==> config.mk <==
export PLATFORM = sky130hd
export DESIGN_NAME = xid_core
export DESIGN_NICKNAME = d
export VERILOG_FILES = /design/src/common/xid_pkg.sv /design/src/hw/xid_addr_resolve.sv /design/src/hw/xid_apb_slave.sv /design/src/hw/xid_core.sv
export SDC_FILE = /design/constraint.sdc
export NUM_CORES = 1
export LEC_CHECK = 0
export BUFFER_PORTS_ARGS = -buffer_cell sky130_fd_sc_hd__clkbuf_2
export CORE_MARGIN = 2
export CORE_UTILIZATION = 50
export CTS_CLUSTER_DIAMETER = 40
export DETAILED_ROUTE_END_ITERATION = 16
export PLACE_DENSITY = 0.74
export SYNTH_ARGS = -nofsm -noshare
export SYNTH_HDL_FRONTEND = slang
export SYNTH_SLANG_ARGS = --single-unit
==> constraint.sdc <==
create_clock -name core_clk -period 8.1 [get_ports core_clk]
set_input_delay 1.215 -clock core_clk [delete_from_list [all_inputs] [get_ports core_clk]]
set_output_delay 1.215 -clock core_clk [all_outputs]
set_load 0.02 [all_outputs]
==> src/common/xid_pkg.sv <==
package xid_pkg;

	// widths of the core datapath
	localparam int DATA_W = 8;
	localparam int ADDR_W = 12;
	localparam int PC_W = 21;
	localparam int BANK_W = 4;
	localparam int APB_AW = 8;
	localparam int NUM_PTR = 3;

	// register offsets, byte addresses on the bus
	localparam logic [APB_AW-1:0] REG_CTRL = 8'h00;
	localparam logic [APB_AW-1:0] REG_ACCUM = 8'h04;
	localparam logic [APB_AW-1:0] REG_BANK = 8'h08;
	localparam logic [APB_AW-1:0] REG_PTR0 = 8'h0c;
	localparam logic [APB_AW-1:0] REG_PTR1 = 8'h10;
	localparam logic [APB_AW-1:0] REG_PTR2 = 8'h14;
	localparam logic [APB_AW-1:0] REG_LATCH = 8'h18;
	localparam logic [APB_AW-1:0] REG_STATUS = 8'h1c;

	// field positions
	localparam int CTRL_EXT_BIT = 0;
	localparam int LATCH_UPPER_LSB = 8;
	localparam int STAT_Z_BIT = 0;
	localparam int STAT_N_BIT = 1;
	localparam int STAT_BUSY_BIT = 2;
	localparam int STAT_WORD2_BIT = 3;

	// reset values; an unprogrammed part has the extension on
	localparam logic CTRL_EXT_RST = 1'b1;
	localparam logic [DATA_W-1:0] ACCUM_RST = 8'h00;
	localparam logic [BANK_W-1:0] BANK_RST = 4'h0;
	localparam logic [ADDR_W-1:0] PTR_RST = 12'h000;

	// opcode patterns
	localparam logic [5:0] OPC_XOR = 6'h06;
	localparam logic [3:0] OPC_EXT = 4'he;
	localparam logic [3:0] SUB_ADDP = 4'h8;
	localparam logic [3:0] SUB_SUBP = 4'h9;
	localparam logic [3:0] SUB_PUSH = 4'ha;
	localparam logic [3:0] SUB_MOVS = 4'hb;
	localparam logic [15:0] OPC_CALL_THROUGH_ACCUMULATOR = 16'h0014;
	localparam logic [3:0] WORD2_PFX = 4'hf;
	localparam logic [1:0] PTR_STACK = 2'h3;
	localparam int STACK_IDX = 2;

	// addressing constants
	localparam logic [DATA_W-1:0] INDEX_LIMIT = 8'h5f;
	localparam logic [BANK_W-1:0] ACCESS_LOW_BANK = 4'h0;
	localparam logic [BANK_W-1:0] ACCESS_HIGH_BANK = 4'hf;
	localparam logic [PC_W-1:0] PC_STEP = 21'h000002;

	// quarter phases of one instruction cycle, one core clock each
	typedef enum logic [4:0] {
		ST_IDLE = 5'b00001,
		ST_Q1 = 5'b00010,
		ST_Q2 = 5'b00100,
		ST_Q3 = 5'b01000,
		ST_Q4 = 5'b10000
	} xid_state_t;

	// request to the data memory
	typedef struct packed {
		logic re;
		logic we;
		logic [ADDR_W-1:0] addr;
		logic [DATA_W-1:0] wdata;
	} xid_mem_req_t;

	// request to the return stack and program counter
	typedef struct packed {
		logic push;
		logic pop;
		logic [PC_W-1:0] pushData;
		logic pcLoad;
		logic [PC_W-1:0] pcValue;
	} xid_flow_t;

endpackage : xid_pkg

==> src/hw/xid_addr_resolve.sv <==
`timescale 1ns/100ps
`default_nettype none
module xid_addr_resolve import xid_pkg::*; (
	// instruction fields
	input wire logic [DATA_W-1:0] fileAddr,
	input wire logic bankBit,
	// core state
	input wire logic [BANK_W-1:0] bankReg,
	input wire logic extEnable,
	input wire logic [ADDR_W-1:0] stackPtr,
	// resolved address
	output logic [ADDR_W-1:0] dataAddr,
	output logic indexed
);

	// bank bit picks banked, indexed or access bank
	always_comb begin
		indexed = ~bankBit & extEnable & (fileAddr <= INDEX_LIMIT);
		if (bankBit) begin
			dataAddr = {bankReg, fileAddr};
		end else if (indexed) begin
			dataAddr = stackPtr + {4'h0, fileAddr};
		end else if (fileAddr <= INDEX_LIMIT) begin
			dataAddr = {ACCESS_LOW_BANK, fileAddr};
		end else begin
			dataAddr = {ACCESS_HIGH_BANK, fileAddr};
		end
	end

endmodule : xid_addr_resolve
`default_nettype wire

==> src/hw/xid_apb_slave.sv <==
`timescale 1ns/100ps
`default_nettype none
module xid_apb_slave import xid_pkg::*; (
	// clock and reset
	input wire logic core_clk,
	input wire logic rst,
	input wire logic ce,
	// bus side
	input wire logic psel,
	input wire logic penable,
	input wire logic pwrite,
	output logic [31:0] prdata,
	output logic pready,
	output logic pslverr,
	// register file side
	input wire logic [31:0] readData,
	input wire logic addrHit,
	output logic wrEn
);

	// zero wait state: answer is ready in the first access cycle
	always_ff @(posedge core_clk or posedge rst) begin
		if (rst) begin
			pready <= 1'b0;
			prdata <= 32'h00000000;
			pslverr <= 1'b0;
		end else if (ce) begin
			pready <= psel & ~penable;
			pslverr <= psel & ~penable & ~addrHit;
			if (psel & ~penable) begin
				prdata <= (addrHit & ~pwrite) ? readData : 32'h00000000;
			end
		end
	end

	// write lands on the completing edge only, never on an error
	assign wrEn = psel & penable & pready & pwrite & ~pslverr & ce;

endmodule : xid_apb_slave
`default_nettype wire

==> src/hw/xid_core.sv <==
// Overview of operation
// - xor-with-file decoded from upper six opcode bits
// - destination bit zero writes accumulator, one writes file
// - bank bit picks access bank or banked address
// - extension with bank zero, low addresses are indexed
// - xor one cycle, read Q2, write Q4, N Z
// - extension on at reset, fuse bit disables it
// - eight extension ops, none touches status flags
// - add/subtract literal to pointer, one cycle
// - pointer select three adjusts stack pointer, returns
// - return variants load PC from stack top, nop
// - call through accumulator fixed opcode, two cycles
// - call pushes PC+2, loads PC from latches and accumulator
// - indexed moves are two-word, two-cycle instructions
// - push literal stores at stack pointer, decrements
`timescale 1ns/100ps
`default_nettype none
module xid_core import xid_pkg::*; (
	// clock, reset, enable
	input wire logic core_clk,
	input wire logic rst,
	input wire logic ce,
	// register bus
	input wire logic [APB_AW-1:0] paddr,
	input wire logic psel,
	input wire logic penable,
	input wire logic pwrite,
	input wire logic [31:0] pwdata,
	output logic [31:0] prdata,
	output logic pready,
	output logic pslverr,
	// instruction fetch
	input wire logic [15:0] instrWord,
	input wire logic instrValid,
	output logic instrReady,
	// data memory
	output xid_mem_req_t memReq,
	input wire logic [DATA_W-1:0] memRdData,
	// return stack and program counter
	input wire logic [PC_W-1:0] pcCurrent,
	input wire logic [PC_W-1:0] returnStackTop,
	output xid_flow_t flow
);

	xid_state_t state_ff;
	logic [15:0] instr_ff;
	logic [15:0] word2_ff;
	logic cyc2_ff;
	logic wantWord2_ff;
	logic [DATA_W-1:0] result_ff;
	logic [DATA_W-1:0] hold_ff;
	logic extEn_ff;
	logic [DATA_W-1:0] accum_ff;
	logic [BANK_W-1:0] bank_ff;
	logic [ADDR_W-1:0] ptr_ff [0:NUM_PTR-1];
	logic [DATA_W-1:0] latHigh_ff;
	logic [4:0] latUpper_ff;
	logic flagN_ff;
	logic flagZ_ff;

	// field views of the captured words
	logic [3:0] opTop;
	logic [3:0] opSub;
	logic [1:0] ptrSel;
	logic [ADDR_W-1:0] lit6;
	logic [ADDR_W-1:0] srcOffset;
	logic [ADDR_W-1:0] dstOffset;
	assign opTop = instr_ff[15:12];
	assign opSub = instr_ff[11:8];
	assign ptrSel = instr_ff[7:6];
	assign lit6 = {6'h00, instr_ff[5:0]};
	assign srcOffset = {5'h00, instr_ff[6:0]};
	assign dstOffset = {5'h00, word2_ff[6:0]};

	// decode; every extension op is gated by the fuse
	logic isXor;
	logic extGrp;
	logic isPtrAdj;
	logic isUlnk;
	logic isPush;
	logic isMovs;
	logic isCallw;
	logic twoCycle;
	logic word2Ok;
	assign isXor = (instr_ff[15:10] == OPC_XOR);
	assign extGrp = extEn_ff & (opTop == OPC_EXT);
	assign isPtrAdj = extGrp & ((opSub == SUB_ADDP) | (opSub == SUB_SUBP));
	assign isUlnk = isPtrAdj & (ptrSel == PTR_STACK);
	assign isPush = extGrp & (opSub == SUB_PUSH);
	assign isMovs = extGrp & (opSub == SUB_MOVS);
	assign isCallw = extEn_ff & (instr_ff == OPC_CALL_THROUGH_ACCUMULATOR);
	assign twoCycle = isUlnk | isCallw | isMovs;
	assign word2Ok = (word2_ff[15:12] == WORD2_PFX);

	// pointer arithmetic; select three means the stack pointer
	logic [1:0] adjIdx;
	logic [ADDR_W-1:0] adjSum;
	assign adjIdx = isUlnk ? 2'(STACK_IDX) : ptrSel;
	always_comb begin
		if (opSub == SUB_SUBP) begin
			adjSum = ptr_ff[adjIdx] - lit6;
		end else begin
			adjSum = ptr_ff[adjIdx] + lit6;
		end
	end

	// file address resolution for the xor instruction
	logic [ADDR_W-1:0] xorAddr;
	xid_addr_resolve uResolve (
		.fileAddr(instr_ff[7:0]),
		.bankBit(instr_ff[8]),
		.bankReg(bank_ff),
		.extEnable(extEn_ff),
		.stackPtr(ptr_ff[STACK_IDX]),
		.dataAddr(xorAddr),
		.indexed()
	);

	// xor result straight from the memory read
	logic [DATA_W-1:0] xorVal;
	assign xorVal = accum_ff ^ memRdData;

	// commit strobe at the close of the first cycle's fourth quarter
	logic commit;
	assign commit = (state_ff == ST_Q4) & ~cyc2_ff;

	// register bus
	logic wrEn;
	logic addrHit;
	logic [31:0] readData;
	xid_apb_slave uApb (
		.core_clk(core_clk),
		.rst(rst),
		.ce(ce),
		.psel(psel),
		.penable(penable),
		.pwrite(pwrite),
		.prdata(prdata),
		.pready(pready),
		.pslverr(pslverr),
		.readData(readData),
		.addrHit(addrHit),
		.wrEn(wrEn)
	);

	// read mux; status is read only, writes to it are dropped
	always_comb begin
		addrHit = 1'b1;
		readData = 32'h00000000;
		case (paddr)
			REG_CTRL: readData[CTRL_EXT_BIT] = extEn_ff;
			REG_ACCUM: readData[DATA_W-1:0] = accum_ff;
			REG_BANK: readData[BANK_W-1:0] = bank_ff;
			REG_PTR0: readData[ADDR_W-1:0] = ptr_ff[0];
			REG_PTR1: readData[ADDR_W-1:0] = ptr_ff[1];
			REG_PTR2: readData[ADDR_W-1:0] = ptr_ff[2];
			REG_LATCH: readData[12:0] = {latUpper_ff, latHigh_ff};
			REG_STATUS: begin
				readData[STAT_Z_BIT] = flagZ_ff;
				readData[STAT_N_BIT] = flagN_ff;
				readData[STAT_BUSY_BIT] = (state_ff != ST_IDLE);
				readData[STAT_WORD2_BIT] = wantWord2_ff;
			end
			default: addrHit = 1'b0;
		endcase
	end

	// quarter sequencer and instruction capture
	always_ff @(posedge core_clk or posedge rst) begin
		if (rst) begin
			state_ff <= ST_IDLE;
			instr_ff <= 16'h0000;
			word2_ff <= 16'h0000;
			cyc2_ff <= 1'b0;
			wantWord2_ff <= 1'b0;
			instrReady <= 1'b1;
		end else if (ce) begin
			case (state_ff)
				ST_IDLE: begin
					if (instrValid & instrReady) begin
						if (wantWord2_ff) begin
							word2_ff <= instrWord;
							cyc2_ff <= 1'b1;
						end else begin
							instr_ff <= instrWord;
							cyc2_ff <= 1'b0;
						end
						instrReady <= 1'b0;
						state_ff <= ST_Q1;
					end
				end
				ST_Q1: state_ff <= ST_Q2;
				ST_Q2: state_ff <= ST_Q3;
				ST_Q3: state_ff <= ST_Q4;
				ST_Q4: begin
					if (~cyc2_ff & isMovs) begin
						wantWord2_ff <= 1'b1;
						instrReady <= 1'b1;
						state_ff <= ST_IDLE;
					end else if (~cyc2_ff & twoCycle) begin
						cyc2_ff <= 1'b1;
						state_ff <= ST_Q1;
					end else begin
						wantWord2_ff <= 1'b0;
						instrReady <= 1'b1;
						state_ff <= ST_IDLE;
					end
				end
				default: state_ff <= ST_IDLE;
			endcase
		end
	end

	// data memory: read held through Q2, write held through Q4
	always_ff @(posedge core_clk or posedge rst) begin
		if (rst) begin
			memReq <= '0;
		end else if (ce) begin
			memReq.re <= 1'b0;
			memReq.we <= 1'b0;
			if (state_ff == ST_Q1 && !cyc2_ff) begin
				if (isXor) begin
					memReq.re <= 1'b1;
					memReq.addr <= xorAddr;
				end else if (isMovs) begin
					memReq.re <= 1'b1;
					memReq.addr <= ptr_ff[STACK_IDX] + srcOffset;
				end
			end else if (state_ff == ST_Q3 && !cyc2_ff) begin
				if (isXor && instr_ff[9]) begin
					memReq.we <= 1'b1;
					memReq.wdata <= xorVal;
				end else if (isPush) begin
					memReq.we <= 1'b1;
					memReq.addr <= ptr_ff[STACK_IDX];
					memReq.wdata <= instr_ff[7:0];
				end
			end else if (state_ff == ST_Q3 && cyc2_ff && isMovs && word2Ok) begin
				memReq.we <= 1'b1;
				memReq.wdata <= hold_ff;
				if (instr_ff[7]) begin
					memReq.addr <= ptr_ff[STACK_IDX] + dstOffset;
				end else begin
					memReq.addr <= word2_ff[ADDR_W-1:0];
				end
			end
		end
	end

	// operand capture at the end of the process quarter
	always_ff @(posedge core_clk or posedge rst) begin
		if (rst) begin
			result_ff <= 8'h00;
			hold_ff <= 8'h00;
		end else if (ce) begin
			if (state_ff == ST_Q3 && !cyc2_ff) begin
				result_ff <= xorVal;
				hold_ff <= memRdData;
			end
		end
	end

	// accumulator: the core update wins over a bus write
	always_ff @(posedge core_clk or posedge rst) begin
		if (rst) begin
			accum_ff <= ACCUM_RST;
		end else if (ce) begin
			if (commit && isXor && !instr_ff[9]) begin
				accum_ff <= result_ff;
			end else if (wrEn && paddr == REG_ACCUM) begin
				accum_ff <= pwdata[DATA_W-1:0];
			end
		end
	end

	// flags change only for xor; extension ops leave them alone
	always_ff @(posedge core_clk or posedge rst) begin
		if (rst) begin
			flagN_ff <= 1'b0;
			flagZ_ff <= 1'b0;
		end else if (ce) begin
			if (commit && isXor) begin
				flagN_ff <= result_ff[DATA_W-1];
				flagZ_ff <= (result_ff == 8'h00);
			end
		end
	end

	// file select pointers
	always_ff @(posedge core_clk or posedge rst) begin
		if (rst) begin
			for (int i = 0; i < NUM_PTR; i++) begin
				ptr_ff[i] <= PTR_RST;
			end
		end else if (ce) begin
			if (commit && isPtrAdj) begin
				ptr_ff[adjIdx] <= adjSum;
			end else if (commit && isPush) begin
				ptr_ff[STACK_IDX] <= ptr_ff[STACK_IDX] - 12'h001;
			end else if (wrEn) begin
				case (paddr)
					REG_PTR0: ptr_ff[0] <= pwdata[ADDR_W-1:0];
					REG_PTR1: ptr_ff[1] <= pwdata[ADDR_W-1:0];
					REG_PTR2: ptr_ff[2] <= pwdata[ADDR_W-1:0];
					default: ;
				endcase
			end
		end
	end

	// fuse, bank select and program counter latches, bus only
	always_ff @(posedge core_clk or posedge rst) begin
		if (rst) begin
			extEn_ff <= CTRL_EXT_RST;
			bank_ff <= BANK_RST;
			latHigh_ff <= 8'h00;
			latUpper_ff <= 5'h00;
		end else if (ce && wrEn) begin
			case (paddr)
				REG_CTRL: extEn_ff <= pwdata[CTRL_EXT_BIT];
				REG_BANK: bank_ff <= pwdata[BANK_W-1:0];
				REG_LATCH: begin
					latHigh_ff <= pwdata[DATA_W-1:0];
					latUpper_ff <= pwdata[LATCH_UPPER_LSB +: 5];
				end
				default: ;
			endcase
		end
	end

	// return stack and pc requests, one-cycle pulses in the fourth quarter
	always_ff @(posedge core_clk or posedge rst) begin
		if (rst) begin
			flow <= '0;
		end else if (ce) begin
			flow.push <= 1'b0;
			flow.pop <= 1'b0;
			flow.pcLoad <= 1'b0;
			if (state_ff == ST_Q3 && !cyc2_ff) begin
				if (isUlnk) begin
					flow.pop <= 1'b1;
					flow.pcLoad <= 1'b1;
					flow.pcValue <= returnStackTop;
				end else if (isCallw) begin
					flow.push <= 1'b1;
					flow.pushData <= pcCurrent + PC_STEP;
					flow.pcLoad <= 1'b1;
					flow.pcValue <= {latUpper_ff, latHigh_ff, accum_ff};
				end
			end
		end
	end

endmodule : xid_core
`default_nettype wire

After elaboration in Yosys (flattened, before gate mapping) --
Index checks and enable logic that the tools add are counted.
Storage, ports and cells: bits in registers 221, bits in latches 0, bits in writable memories 0, bits in read-only memories 0, input port bits 113, output and inout port bits 102, logic and storage cells 217, memories kept 0
Cells by class: $add $sub $neg 7, multiply operators 0, divide/modulo/power cells 0, magnitude comparators 3, eq/ne operators 32, shift operators 0, multiplexer cells 63, bitwise operators 34, reductions and logical operators 48
Operators by type and width (number):
- 12-bit two-way mux | 16
- 21-bit two-way mux | 4
- 36-bit two-way mux | 2
- 45-bit two-way mux | 1
- 43-bit two-way mux | 1
- 36-bit bitwise mux | 1
- 8-bit by 5-bit == test with 1-bit output (second input constant) | 4
- 4-bit AND reduction | 7
- 5-bit case mux with 5 select lines | 1
- 12-bit by 7-bit adder with 12-bit output | 2
- 12-bit binary-select mux with 2-bit select | 1
- 12-bit demux with 2-bit select | 1
- 4-bit == test (second input constant) | 6
- 24-bit two-way mux | 1
- 8-bit two-way mux | 3
- 22-bit two-way mux | 1
- 21-bit by 2-bit adder with 21-bit output (second input constant) | 1
- 3-bit case mux with 7 select lines | 1
- 1-bit AND | 20
- 4-bit case mux with 5 select lines | 1
- 1-bit two-way mux | 19
- 16-bit by 5-bit == test with 1-bit output (second input constant) | 1
- 8-bit by 4-bit == test with 1-bit output (second input constant) | 2
- 8-bit logical NOT | 2
- 37 further kinds | 88

Depth between registers and ports, before layout --
word-level depth 13, gate-level depth with buffers 17, gate-level depth less buffers 15

Cells and area by module --
Synthesis repeated with hierarchy kept, for this count alone.
Unflattened totals: cells, all modules 1471, area, all modules 13840.8 µm²
By module, submodules not included:
- xid_core | times used 1, cells each 1261, area each 11452.2 µm², sequential area each 4683.2 µm²
- xid_apb_slave | times used 1, cells each 118, area each 1750.4 µm², sequential area each 850.8 µm²
- xid_addr_resolve | times used 1, cells each 92, area each 638.1 µm², sequential area each 0.0 µm²

Worst setup path before layout --
No wires, ideal clock.
path kind reg2reg, start register instr_ff[7], end register ptr_ff[11] (netlist bit), library setup time 126 ps, arrival time 3166 ps, required time 7974 ps, setup slack 4808 ps, stages on the path, launching flop included 15, path buffers 3, clock period less this slack 3292 ps, path through dfrtp_1 clkbuf_1 inv_1 buf_1 clkbuf_1 o22ai_1 a21oi_1 ha_1 a21o_1 a21oi_1 nand4_1 a311oi_1 o21a_1 nor3_1 o32a_1
On the way: longest elaborated chain between the ends 11, elaborated cells on any way between the ends 17, classes of those cells add/sub (2); order compare (2); eq/ne (1); mux (9); bitwise (2); reduce/logical (1)
RTL lines:
- from (decl) | line xid_core.sv:46 | logic [15:0] instr_ff;
- from (signal assigned) | line xid_core.sv:185 | instr_ff <= instrWord;
- 2-bit == test | line xid_core.sv:88 | assign isUlnk = isPtrAdj & (ptrSel == PTR_STACK);
- 1-bit AND | line xid_core.sv:88
- 2-bit two-way mux * | line xid_core.sv:98 | assign adjIdx = isUlnk ? 2'(STACK_IDX) : ptrSel;
- 2-bit NOT with 3-bit output (not written as such) * | line xid_core.sv:101, xid_core.sv:103, xid_core.sv:297
- 12-bit binary-select mux with 2-bit select | line xid_core.sv:101, xid_core.sv:103
- 12-bit two-way mux (not written as such) (2 in series) | line xid_core.sv:101, xid_core.sv:103
- 12-bit by 6-bit adder with 12-bit output or 12-bit by 6-bit subtractor with 12-bit output (tied branches) | line xid_core.sv:103, xid_core.sv:101
- 12-bit two-way mux | line xid_core.sv:100 | if (opSub == SUB_SUBP) begin
- 36-bit bitwise mux * | line xid_core.sv:297 | ptr_ff[adjIdx] <= adjSum;
- 36-bit two-way mux * | line xid_core.sv:296 | if (commit && isPtrAdj) begin
- to (signal, indexed assignment) | line xid_core.sv:297
- to (signal, indexed assignment) | line xid_core.sv:299 | ptr_ff[STACK_IDX] <= ptr_ff[STACK_IDX] - 12'h001;
- to (decl) | line xid_core.sv:55 | logic [ADDR_W-1:0] ptr_ff [0:NUM_PTR-1];
Every way passes the cells marked *; elsewhere a longest branch is shown, timed or not. The select of a mux whose other input is x is not followed. A chain may end at the register's enable or synchronous reset.

Final worst setup path --
start register instr_ff[6], end register ptr_ff[11] (netlist bit)
The elaborated chain is that of the path after synthesis.

==> impl_results.md <==
* Crit-path max FO at 19
* Overall die width at 162 um
* Die height at about 160 um
* CTS tree: done
* Number of gates given a new drive strength after cts at 0
* Vias after detailed routing at about 11,000
* Post-route cell area at around 0.015 mm^2
* Count of final max-slew check failures at 0
* Share of synthesized registers carrying an async set or reset at between 90% and 100%
* Worst Path Class, Setup: reg -> reg
* Fmax at 0.232 GHz
* Largest buffer count on any clock path at 3
* Peak supply drop at 0.000188 V
* Max capacitance violation total at 0
* Global-route wire length before repair at approximately 60,000 um
* Most used DFF post-synth: sky130_fd_sc_hd__dfrtp_1
* Post-synthesis instance area at 0.0124 mm^2
* Syn_area_per_cell at between 9 and 10 um^2
* Period utilization at 53.2%
* Number of flops mapped to enable cells by yosys at 0
* Post-Route Setup TNS at 0 ns
* Placeable core region at roughly 0.024 mm^2
* Total overflow reported by the global router at 0
* Initial antenna violation count at 1
* Number of placement rows at 57
* Number of buffer cells added on primary ports at 176
* Final weighted congestion of routability-driven global placement at 0.924
* Commonest non-fill, non-tap cell in the layout: sky130_fd_sc_hd__dfrtp_1
* Clock-pin transition on the worst setup and hold timing paths at 0.05 ns
* Wirelength per Cell at about 20 um
* Hold buffer count at CTS at 0
* Library cell used as clock root buffer: sky130_fd_sc_hd__clkbuf_16
* Commonest cells after routing, fill and taps aside: sky130_fd_sc_hd__dfrtp_1 (199), sky130_fd_sc_hd__clkbuf_2 (176), sky130_fd_sc_hd__nand2_1 (171), sky130_fd_sc_hd__o21ai_0 (135), sky130_fd_sc_hd__nor2_1 (98)
* Post-detailed-routing wire length at about 38,000 um
* Instance area after placement at approximately 0.013 mm^2
* Post-CTS Setup Inserts at 0
* Residual DRC count at 0
* Area growth syn-to-layout at 18.2%
* Sum of internal, switching and leakage power at 4.24 mW
* Flip-flop and latch count after synthesis at between 200 and 250
* Number of cells produced by synthesis at around 1,400
* Number of nets in the final layout at about 1,700
* Setup slack after layout at ~3.8 ns
* Insertion delay of the later-clocked pin in the worst-skew pair at approximately 0.53 ns
* Worst Setup Start Kind: flip-flop
* Share of layout cells above drive strength 1 at between 20 and 25%
* Sink count of the clock tree at 202
* Synth Warn # at 0
* Post-synthesis cell type count at 90
* Final hold vios at 0
* IO Count at around 220
* Status: finished, final reports clean
* Unrepaired setup endpoints after global routing: no
* Antenna-violating nets left at 0
* Non-filler instance count after layout at about 1,900
* Final critical path time including I/O delays and setup at roughly 4.3 ns
* Floorplan die area at 0.0261 mm^2
* Effective utilization at floorplan at about half
* H-tree levels at 2
* CP endpoint kind: flip-flop
* Global Route Usage Sum at 29.0%
* Min-Delay Path Class: reg -> reg
* Final clock skew at between 0.03 and 0.04 ns
* Pre-CTS WS at 3.95 ns
* WP data required at 8.49 ns
* Max-Slew Margin vs Limit at around a third
* Setup-violating endpoint count in the final report at 0
* Num CTS Buffers at 37
* Register area share after synthesis at 40.8%
* Largest net degree at the start of global routing at around 140
* Initial DRC Count at 1,288
* Leakage Power at just under 7 nW
* Data arrival, critical path at ~4.7 ns
* Iteration count of the initial detailed-routing pass at 5
* Power density relative to cell area at about 290 mW/mm^2
* Worst Max-Slew Pin Slew at roughly 0.99 ns
* DP Cell Count at between 1,500 and 2,000
* Number of vias per cell after detailed routing at 6.09
* Via count of the first global-routing pass at about 11,000
* Post-DP HPWL at between 20,000 and 30,000 um
power breakdown:
group	switching (mW)	internal [mW]	leakage, nW
clock	0.559	1.05	0.645
sequential	0.155	1.12	2.74
combinational	0.864	0.486	3.37
total	1.58	2.66	6.76
routing by layer:
metal	global-route usage [%]	share of wire [%]	routed length, um
met1	39.6	41	15600
met2	44.6	46	17100
met5	0	0	0
met4	13.2	4.0	1500
met3	5.78	9.0	3380
layout make-up:
type / count / area [um^2]
fillers: 2124 / 9650
multi-input cells: 1044 / 6760
flip-flops and latches: 202 / 5060
clock buffers: 46 / 1040
repair buffers: 192 / 1000
well taps: 324 / 405
clock inverters: 21 / 260
inverters: 35 / 139
diodes: 1 / 2.50
worst paths after layout:
| path | from | endpoint | slack [ns] | depth (start not counted) |
|---|---|---|---|---|
| min | memReq[8] | memReq[8] | 0.48 | 1 |
| max in group asynchronous | rst | memReq[11] | 5.69 | 3 |
| min reg2reg | memReq[8] | memReq[8] | 0.48 | 1 |
| max reg2reg | instr_ff[6] | ptr_ff[11] | 3.79 | 13 |
| min in group asynchronous | rst | flow[31] | 0.88 | 2 |
| max | instr_ff[6] | ptr_ff[11] | 3.79 | 13 |
metrics by stage:
stage / hold slack [ns] / utilization (%)
after floorplan: 0.446 / -
final: 0.476 / 60.3
after global placement: 0.459 / 54.9
after global routing: 0.493 / 60.3
after CTS: 0.479 / 60.3
after detailed placement: 0.464 / 54.9
registers in the layout, summed over array words and instances (netlist names), 13 cells and up:
signal	count
uApb.prdata	13
flow	45
instr_ff	16
memReq	22
ptr_ff	36
word2_ff	16
cells by family (layout without fill, tap and decap cells):
kind of cell             count (synthesis)  after routing  share of synthesized area, %
flip-flops                             202            202                          40.8
adder cells (fa/ha/maj)                 32             32                          3.41
buffers and inverters                  138            294                          5.44
AO/OA/AOI/OAI                          424            424                          22.4
XOR/XNOR                                59             59                          4.16
AND/OR/NAND/NOR                        436            436                          17.0
other                                    1             20                        0.0302
multiplexers                            74             74                          6.78
critical path: stages, from the launching register on:
cell	delay, ns
sky130_fd_sc_hd__dfrtp_1	0.88
sky130_fd_sc_hd__inv_1	0.36
sky130_fd_sc_hd__nand2_1	0.59
sky130_fd_sc_hd__o22ai_1	0.16
sky130_fd_sc_hd__a21o_1	0.23
sky130_fd_sc_hd__inv_1	0.07
sky130_fd_sc_hd__ha_1	0.21
sky130_fd_sc_hd__nor2b_1	0.15
sky130_fd_sc_hd__o2111ai_1	0.35
sky130_fd_sc_hd__nand4_1	0.15
sky130_fd_sc_hd__a311oi_1	0.43
sky130_fd_sc_hd__o21a_1	0.25
sky130_fd_sc_hd__nor3_1	0.06
sky130_fd_sc_hd__o32a_1	0.29
Yosys cell counts, drive strengths merged, types with 24 or more instances:
cell type	count	area (um^2)
ha	29	363
xnor2	35	307
mux2	51	574
xor2	24	210
a22oi	40	300
nand3	32	188
nand2	171	642
nor2	102	403
inv	34	128
dfrtp	199	4980
clkbuf	50	189
buf	53	355
o21ai	143	723
a21oi	88	459
nor3	29	161
No activity file was read; power rests on OpenSTA's default activity.
